**config.mk**
```make
export PLATFORM = sky130hd
export DESIGN_NAME = atc_timing
export DESIGN_NICKNAME = d
export VERILOG_FILES = /design/src/atc_pkg.sv /design/src/atc_timing.sv
export VERILOG_INCLUDE_DIRS = /design/src /design/src/src
export SDC_FILE = /design/constraint.sdc
export NUM_CORES = 1
export LEC_CHECK = 0
export BUFFER_PORTS_ARGS = -buffer_cell sky130_fd_sc_hd__buf_2
export CORE_MARGIN = 5
export CORE_UTILIZATION = 30
export DETAILED_ROUTE_END_ITERATION = 12
export PLACE_DENSITY = 0.47
export SETUP_SLACK_MARGIN = 0.5
export SLEW_MARGIN = 10
export SYNTH_ARGS = -nofsm -noshare
export SYNTH_HDL_FRONTEND = slang
export SYNTH_SLANG_ARGS = --single-unit
```
**constraint.sdc**
```tcl
create_clock -name core_clk -period 2.31 [get_ports core_clk]
set_input_delay 0.693 -clock core_clk [delete_from_list [all_inputs] [get_ports core_clk]]
set_output_delay 0.693 -clock core_clk [all_outputs]
set_load 0.02 [all_outputs]
```
**src/atc_params.svh**
```systemverilog
// atc_params.svh: offsets, field positions, reset values and counts
// of the ATA timing override block; definitions only.
`ifndef ATC_PARAMS_SVH
`define ATC_PARAMS_SVH

`define ATC_ADDR_W        12
`define ATC_OFF_UDMA      12'h000
`define ATC_OFF_MISC      12'h004
`define ATC_OFF_TFSTB     12'h008
`define ATC_OFF_TFRCV     12'h00C
`define ATC_OFF_PIOSTB    12'h010
`define ATC_OFF_PIORCV    12'h014
`define ATC_OFF_STATUS    12'h018

`define ATC_UDMA_MASK     32'h0000_0003
`define ATC_MISC_MASK     32'h0077_0001
`define ATC_TIME_MASK     32'h0000_7F7F
`define ATC_REG_RESET     32'h0000_0000

`define ATC_OVR_BIT       0
`define ATC_HOLD1_MSB     22
`define ATC_HOLD1_LSB     20
`define ATC_HOLD0_MSB     18
`define ATC_HOLD0_LSB     16
`define ATC_SLV_MSB       14
`define ATC_SLV_LSB       8
`define ATC_MST_MSB       6
`define ATC_MST_LSB       0

`define ATC_INT_STROBE    7'h0B
`define ATC_INT_RECOV     7'h09
`define ATC_INT_HOLD      3'h2

`endif

```
**src/atc_pkg.sv**
```systemverilog
// atc_pkg: types shared by the ATA timing override block.
// assumes atc_params.svh supplies the numeric constants.
package atc_pkg;

   typedef enum logic [1:0] {
      ATC_IDLE   = 2'b00,
      ATC_STROBE = 2'b01,
      ATC_RECOV  = 2'b11
   } atc_state_t;

   typedef struct packed {
      logic write;
      logic slave;
      logic dataReg;
   } atc_req_t;

   typedef struct packed {
      logic [6:0] strobe;
      logic [6:0] recov;
      logic [2:0] hold;
   } atc_timing_t;

endpackage : atc_pkg

```
**src/atc_timing.sv**
```systemverilog
// atc_timing: APB register file and strobe/recovery/hold sequencer
// of the ATA host port; one clock, requests come from same-clock logic.
//
// Function
// - two per-drive ultra-DMA enables, bit 1 drive 1, bit 0 drive 0
// - override bit 0 clear uses internal timing, set uses fields
// - programmable counts ignored unless the override bit is set
// - slave write data held N+1 cycles after strobe, N bits 22-20
// - master write data held N+1 cycles after strobe, N bits 18-16
// - slave task-file strobe lasts N+1 cycles, N bits 14-8
// - master task-file strobe lasts N+1 cycles, N bits 6-0
// - slave task-file recovery lasts N+1 cycles, N bits 14-8
// - master task-file recovery lasts N+1 cycles, N bits 6-0
// - slave data-register strobe lasts N+1 cycles, N bits 14-8
// - master data-register strobe lasts N+1 cycles, N bits 6-0
// - slave data-register recovery lasts N+1 cycles, N bits 14-8
// - master data-register recovery lasts N+1 cycles, N bits 6-0
//
// Added by the designer: the register addresses and the APB interface to the registers.
`timescale 1ns/100ps
`include "atc_params.svh"

module atc_timing #(
   parameter int          DATA_W     = 16,
   parameter logic [6:0]  INT_STROBE = `ATC_INT_STROBE,
   parameter logic [6:0]  INT_RECOV  = `ATC_INT_RECOV,
   parameter logic [2:0]  INT_HOLD   = `ATC_INT_HOLD
) (
   input  wire logic                   core_clk,
   input  wire logic                   reset_n,
   input  wire logic                   psel,
   input  wire logic                   penable,
   input  wire logic                   pwrite,
   input  wire logic [`ATC_ADDR_W-1:0] paddr,
   input  wire logic [31:0]            pwdata,
   output logic      [31:0]            prdata,
   output logic                        pready,
   output logic                        pslverr,
   input  wire logic                   accReq,
   input  wire atc_pkg::atc_req_t      accCmd,
   input  wire logic [DATA_W-1:0]      accWrData,
   output logic                        accReady,
   output logic                        accDone,
   output logic                        readOeN,
   output logic                        writeOeN,
   output logic      [DATA_W-1:0]      ideDataOut,
   output logic                        ideDataOe,
   output logic                        drive1FastDmaOn,
   output logic                        drive0FastDmaOn,
   output logic                        timingOverride
);
   import atc_pkg::*;

   // register file
   logic [31:0]     ultraDmaDriveEnable;
   logic [31:0]     miscControl;
   logic [31:0]     taskfileStrobeWidth;
   logic [31:0]     taskfileRecoveryTime;
   logic [31:0]     pioDataStrobeWidth;
   logic [31:0]     pioDataRecoveryTime;

   // sequencer state
   atc_state_t      state;
   atc_state_t      next_state;
   logic [6:0]      cnt;
   logic [6:0]      next_cnt;
   logic [2:0]      holdCnt;
   logic [2:0]      next_holdCnt;
   logic            next_dataOe;
   logic            strobeOn;
   logic            next_strobeOn;
   logic            curWrite;
   logic            curSlave;
   logic            next_accReady;
   atc_timing_t     curTiming;
   atc_timing_t     pickTiming;
   logic            take;

   // bus decode
   logic            setupPhase;
   logic            apbWrite;
   logic [31:0]     rdValue;
   logic            addrHit;
   logic [31:0]     statusWord;

   // pick the slave or master 7-bit count of a timing register
   function automatic logic [6:0] fieldOf(
      input logic [31:0] r,
      input logic        slave
   );
      if (slave) begin
         fieldOf = r[`ATC_SLV_MSB:`ATC_SLV_LSB];
      end else begin
         fieldOf = r[`ATC_MST_MSB:`ATC_MST_LSB];
      end
   endfunction : fieldOf

   // write-data hold count for one drive
   function automatic logic [2:0] holdOf(
      input logic [31:0] r,
      input logic        slave
   );
      if (slave) begin
         holdOf = r[`ATC_HOLD1_MSB:`ATC_HOLD1_LSB];
      end else begin
         holdOf = r[`ATC_HOLD0_MSB:`ATC_HOLD0_LSB];
      end
   endfunction : holdOf

   // ------------------------------------------------------------------
   // timing selection for the request being offered
   // ------------------------------------------------------------------
   always_comb begin
      pickTiming.strobe = INT_STROBE;
      pickTiming.recov  = INT_RECOV;
      pickTiming.hold   = INT_HOLD;
      // counts only matter with the override set
      if (miscControl[`ATC_OVR_BIT]) begin
         pickTiming.hold = holdOf(miscControl, accCmd.slave);
         if (accCmd.dataReg) begin
            pickTiming.strobe = fieldOf(pioDataStrobeWidth, accCmd.slave);
            pickTiming.recov = fieldOf(pioDataRecoveryTime, accCmd.slave);
         end else begin
            pickTiming.strobe = fieldOf(taskfileStrobeWidth, accCmd.slave);
            pickTiming.recov = fieldOf(taskfileRecoveryTime, accCmd.slave);
         end
      end
   end

   assign take = accReq && accReady;

   // ------------------------------------------------------------------
   // sequencer next state
   // ------------------------------------------------------------------
   always_comb begin
      next_state    = state;
      next_cnt      = cnt;
      next_holdCnt  = holdCnt;
      next_dataOe   = ideDataOe;
      next_strobeOn = strobeOn;

      // data stays driven N+1 cycles past the strobe's end
      if (ideDataOe && state == ATC_RECOV) begin
         if (holdCnt == 3'h0) begin
            next_dataOe = 1'b0;
         end else begin
            next_holdCnt = holdCnt - 3'h1;
         end
      end

      case (state)
         ATC_IDLE: begin
            next_state = ATC_IDLE;
         end
         ATC_STROBE: begin
            if (cnt == 7'h00) begin
               next_state    = ATC_RECOV;
               next_strobeOn = 1'b0;
               // limitation: recovery is that of the access just ended
               next_cnt      = curTiming.recov;
               next_holdCnt  = curTiming.hold;
            end else begin
               next_cnt = cnt - 7'h01;
            end
         end
         ATC_RECOV: begin
            if (cnt != 7'h00) begin
               next_cnt = cnt - 7'h01;
            end else if (!next_dataOe) begin
               next_state = ATC_IDLE;
            end
         end
         default: begin
            next_state    = ATC_IDLE;
            next_strobeOn = 1'b0;
            next_dataOe   = 1'b0;
         end
      endcase

      // a new access may start straight out of recovery
      if (take) begin
         next_state    = ATC_STROBE;
         next_cnt      = pickTiming.strobe;
         next_strobeOn = 1'b1;
         next_dataOe   = accCmd.write;
      end
   end

   // ready one cycle ahead so the gap is exactly one more than the larger of the recovery and write-hold counts
   always_comb begin
      next_accReady = (next_state == ATC_IDLE) ||
                      (next_state == ATC_RECOV && next_cnt == 7'h00 &&
                       (!next_dataOe || next_holdCnt == 3'h0));
   end

   always_ff @(posedge core_clk or negedge reset_n) begin
      if (!reset_n) begin
         state     <= ATC_IDLE;
         cnt       <= 7'h00;
         holdCnt   <= 3'h0;
         strobeOn  <= 1'b0;
         ideDataOe <= 1'b0;
         accReady  <= 1'b0;
      end else begin
         state     <= next_state;
         cnt       <= next_cnt;
         holdCnt   <= next_holdCnt;
         strobeOn  <= next_strobeOn;
         ideDataOe <= next_dataOe;
         accReady  <= next_accReady;
      end
   end

   // snapshot of the access: later register writes cannot bend it
   always_ff @(posedge core_clk or negedge reset_n) begin
      if (!reset_n) begin
         curTiming  <= '0;
         curWrite   <= 1'b0;
         curSlave   <= 1'b0;
         ideDataOut <= '0;
      end else if (take) begin
         curTiming  <= pickTiming;
         curWrite   <= accCmd.write;
         curSlave   <= accCmd.slave;
         ideDataOut <= accWrData;
      end
   end

   // cable strobes, active low
   // registered so decode glitches never reach the cable
   always_ff @(posedge core_clk or negedge reset_n) begin
      if (!reset_n) begin
         readOeN  <= 1'b1;
         writeOeN <= 1'b1;
         accDone  <= 1'b0;
      end else begin
         if (take) begin
            readOeN  <= accCmd.write;
            writeOeN <= !accCmd.write;
         end else begin
            readOeN  <= !(next_strobeOn && !curWrite);
            writeOeN <= !(next_strobeOn && curWrite);
         end
         accDone <= (state == ATC_STROBE) && (cnt == 7'h00);
      end
   end

   // ------------------------------------------------------------------
   // APB slave: data and answer prepared in the setup cycle
   // ------------------------------------------------------------------
   assign setupPhase = psel && !penable;
   assign apbWrite   = psel && penable && pready && pwrite && addrHit;

   assign statusWord = {27'h0, curSlave, ideDataOe, state, !accReady};

   always_comb begin
      rdValue = 32'h0000_0000;
      addrHit = 1'b1;
      case (paddr)
         `ATC_OFF_UDMA:   rdValue = ultraDmaDriveEnable;
         `ATC_OFF_MISC:   rdValue = miscControl;
         `ATC_OFF_TFSTB:  rdValue = taskfileStrobeWidth;
         `ATC_OFF_TFRCV:  rdValue = taskfileRecoveryTime;
         `ATC_OFF_PIOSTB: rdValue = pioDataStrobeWidth;
         `ATC_OFF_PIORCV: rdValue = pioDataRecoveryTime;
         `ATC_OFF_STATUS: rdValue = statusWord;
         default:         addrHit = 1'b0;
      endcase
   end

   always_ff @(posedge core_clk or negedge reset_n) begin
      if (!reset_n) begin
         pready  <= 1'b0;
         pslverr <= 1'b0;
         prdata  <= 32'h0000_0000;
      end else if (setupPhase) begin
         pready  <= 1'b1;
         pslverr <= !addrHit;
         prdata  <= pwrite ? 32'h0000_0000 : rdValue;
      end else begin
         pready  <= 1'b0;
         pslverr <= 1'b0;
      end
   end

   // reserved bits are masked so they always read zero
   always_ff @(posedge core_clk or negedge reset_n) begin
      if (!reset_n) begin
         ultraDmaDriveEnable  <= `ATC_REG_RESET;
         miscControl          <= `ATC_REG_RESET;
         taskfileStrobeWidth  <= `ATC_REG_RESET;
         taskfileRecoveryTime <= `ATC_REG_RESET;
         pioDataStrobeWidth   <= `ATC_REG_RESET;
         pioDataRecoveryTime  <= `ATC_REG_RESET;
      end else if (apbWrite) begin
         case (paddr)
            `ATC_OFF_UDMA: begin
               ultraDmaDriveEnable <= pwdata & `ATC_UDMA_MASK;
            end
            `ATC_OFF_MISC: begin
               miscControl <= pwdata & `ATC_MISC_MASK;
            end
            `ATC_OFF_TFSTB: begin
               taskfileStrobeWidth <= pwdata & `ATC_TIME_MASK;
            end
            `ATC_OFF_TFRCV: begin
               taskfileRecoveryTime <= pwdata & `ATC_TIME_MASK;
            end
            `ATC_OFF_PIOSTB: begin
               pioDataStrobeWidth <= pwdata & `ATC_TIME_MASK;
            end
            `ATC_OFF_PIORCV: begin
               pioDataRecoveryTime <= pwdata & `ATC_TIME_MASK;
            end
            default: begin
               ultraDmaDriveEnable <= ultraDmaDriveEnable;
            end
         endcase
      end
   end

   // mode bits handed to the DMA engines, registered copies
   always_ff @(posedge core_clk or negedge reset_n) begin
      if (!reset_n) begin
         drive1FastDmaOn <= 1'b0;
         drive0FastDmaOn <= 1'b0;
         timingOverride  <= 1'b0;
      end else begin
         drive1FastDmaOn <= ultraDmaDriveEnable[1];
         drive0FastDmaOn <= ultraDmaDriveEnable[0];
         timingOverride  <= miscControl[`ATC_OVR_BIT];
      end
   end

endmodule : atc_timing

```
==> impl_metrics.yaml <==
run_status:
  status: "finished, final reports clean"
die:
  dieWidth_um: 157.6
  coreArea_um2: 21620
  die_area_um2: 24830
  die_y_um: 157.6
  initial_core_util_pct: 30.22
  num_rows: 54
  ioPinCount: 127
cts:
  clk_latency_ns: 0.42
  cts_tree: "done"
  cts_buffers: 17
  cts_max_path_buffers: 2
  htreeDepth: 4
  numClockSinks: 136
  path_clk_slew_ns: 0.06
  cts_root_buffer: "clkbuf_16"
pwr:
  share_comb_of_total_power_pct: 26.5
  p_sw_share_pct: 32.75
  worst_ir_drop_vdd_uv: 486.6
  power_switching_mw: 2.493
  p_leak_nw: 4.438
  power.density_nw_per_um2: 834.3
  p_seq_share_pct: 37.8
  p_int_mw: 5.119
  clkPwrFrac_pct: 35.6
routing:
  vias: 5127
  drcViolationCount: 0
  wirelength_mm: 19.69
  wire_per_inst_um: 19.42
  ant_nets: 0
  first_pass_iters: 4
  drt_iter0_markers: 341
  vias_per_cell: 5.056
sta:
  layout_min_cycle_time_ns: 2.103
  fin_crit_sh_pct: 91.03
  rsz0062_at_grt: "true"
  setup_violations: 0
  maxSlewViolCount: 0
  worst_hold_slack_ns: 0.2103
  timing.fmax_ghz: 0.4756
  finClkSkew_ns: 0.009790
  finalSetupTns_ns: 0
  finalHoldViolations: 0
synthesis:
  synthTopCellsByArea: "dfrtp_1, mux2_2, nand2_1"
  yosys.area.top_type_share_pct: 51.32
  yosysTopAreaCell: "dfrtp_1"
  yosysSeqAreaShare_pct: 52.13
  synth_ff_type: "dfrtp_1"
  synth_cell_types: 65
  avgSynthCellArea_um2: 11.79
  synth_edf_count: 0
  synth-seq-cells: 136
  synthArstFlopShare_pct: 100.0
  mappedNetlistArea_um2: 6534
  yosysWarningCount: 0
  synthCells: 554
place:
  place_congestion: 0.8546
  portBuffers: 102
  dp_cells: 964
  dp_hpwl_mm: 13.52
  dpl-instance-area_um2: 7861
worst_setup_path:
  cp_max_fo: 7
  cp_cell_sequence: "buf_6 -> nor4_4 -> nand3_2 -> or3_4 -> nor3b_4 -> buf_12 -> mux2_4"
  slowest_stage: "or3_4"
  critPathRequiredTime_ns: 2.61
  slowest_delay_ns: 0.44
  arrival_ns: 2.40
  cp-start-kind: "input port"
  critPathKind: "in2reg"
  setup.worst_path.end_class: "register"
layout:
  areaGrowthSynthToFinish_pct: 39.64
  fin_area_um2: 9124
  final_cell_mix: "dfrtp_1, buf_2, nand2_1"
  seqCellArea_um2: 3408
  fin_nets: 798
  fill_cells: 2059
  post-route-util_pct: 42.20
  layout-drive-gt1-share_pct: 47.96
  layout_commonest_cell: "dfrtp_1"
  antenna_cells: 0
  fin_cells: 1014
  multi_input_area_um2: 3296
run:
  cap_violations: 0
global_route:
  grt_pass1_vias: 5375
  grt_usage_pct: 16.05
  grt_pass1_wl_mm: 30.49
  grt-ovfl-total: 0
  grt_max_degree: 49
  antenna_found_initial: 0
worst_hold_path:
  min_path_type: "in2async"
synth_stat cells, drive strengths merged, types with 9 or more instances:
master and instances:
a21oi 17, a221oi 9, a22o 21, buf 24
clkbuf 20, dfrtp 134, inv 13, mux2 66
mux2i 9, mux4 13, nand2 86, nor2 13
nor3 12, o21ai 22
worst max-delay path, delay by kind of cell:
kind                   cells  cell delay [ns]
and+or+nand+nor            4             1.14
muxes                      1             0.30
buffers and inverters      2             0.26
power by group through the flow:
stage,sequential [mW],clock (mW),combinational (mW)
after floorplan,3.10,0,0.944
after global placement,2.91,0,1.87
after detailed placement,2.93,0,1.90
after CTS,2.88,2.78,1.98
after global routing,2.92,2.89,2.22
final,2.88,2.71,2.02
cells by family after synthesis:
| kind of cell | count (synthesis) | share of synthesized area (%) |
|---|---|---|
| other cells | 1 | 0.05739 |
| compound gates | 105 | 11.57 |
| mux | 88 | 17.23 |
| buf+inv | 58 | 4.787 |
| flops | 136 | 52.13 |
| simple gates | 157 | 12.56 |
| fa+ha+maj | 8 | 1.532 |
| xor+xnor | 1 | 0.1341 |
sequential cells by signal, indices dropped and copies added, names as in the netlist, 2 cells and up:
signal                flops
cnt                       7
miscControl               7
pioDataRecoveryTime      14
ideDataOut               16
holdCnt                   3
taskfileRecoveryTime     14
curTiming                10
state                     2
ultraDmaDriveEnable       2
prdata                   20
taskfileStrobeWidth      14
pioDataStrobeWidth       14
metrics by stage:
step	setup slack [ns]	power (mW)
after floorplan	-0.1143	4.048
after global placement	-0.3212	4.779
after detailed placement	-0.2852	4.826
after CTS	0.2112	7.644
after global routing	0.1198	8.029
final	0.2072	7.612
final cells by class:
class | count | share of cell area, %
well taps | 280 | 3.840
repair buffers | 182 | 15.67
multi-input cells | 371 | 36.12
flip-flops and latches | 136 | 37.36
clock buffers | 17 | 4.663
clock inverters | 15 | 1.810
inverters | 13 | 0.5348
worst paths after layout:
| check | from | to | slack [ns] | cells past startpoint |
|---|---|---|---|---|
| hold / removal | reset_n | drive0FastDmaOn | 0.21 | 1 |
| setup reg to reg | cnt[2] | accReady | 0.22 | 6 |
| min in group core_clk | ultraDmaDriveEnable[1] | drive1FastDmaOn | 0.43 | 0 |
| hold reg to reg | ultraDmaDriveEnable[1] | drive1FastDmaOn | 0.43 | 0 |
| setup / recovery | paddr[9] | miscControl[17] | 0.21 | 7 |
| max in group asynchronous | reset_n | taskfileRecoveryTime[14] | 1.45 | 2 |
metal layers:
layer | up-vias | share of wire [%] | global-route usage (%)
li1 | 2339 | - | -
met1 | 2620 | 43 | 20.68
met2 | 134 | 49 | 26.52
met3 | 34 | 4.9 | 3.636
met4 | 0 | 2.3 | 5.940
met5 | - | 0 | 0
repair_timing:
action	4_1_cts	5_1_grt
resized for setup	73	46
buffers inserted	7	5
endpoints found under the setup margin	89	91
pin swaps	26	22
gates cloned	6	0
hold buffers	0	0
(Power assumes the default switching activity.)
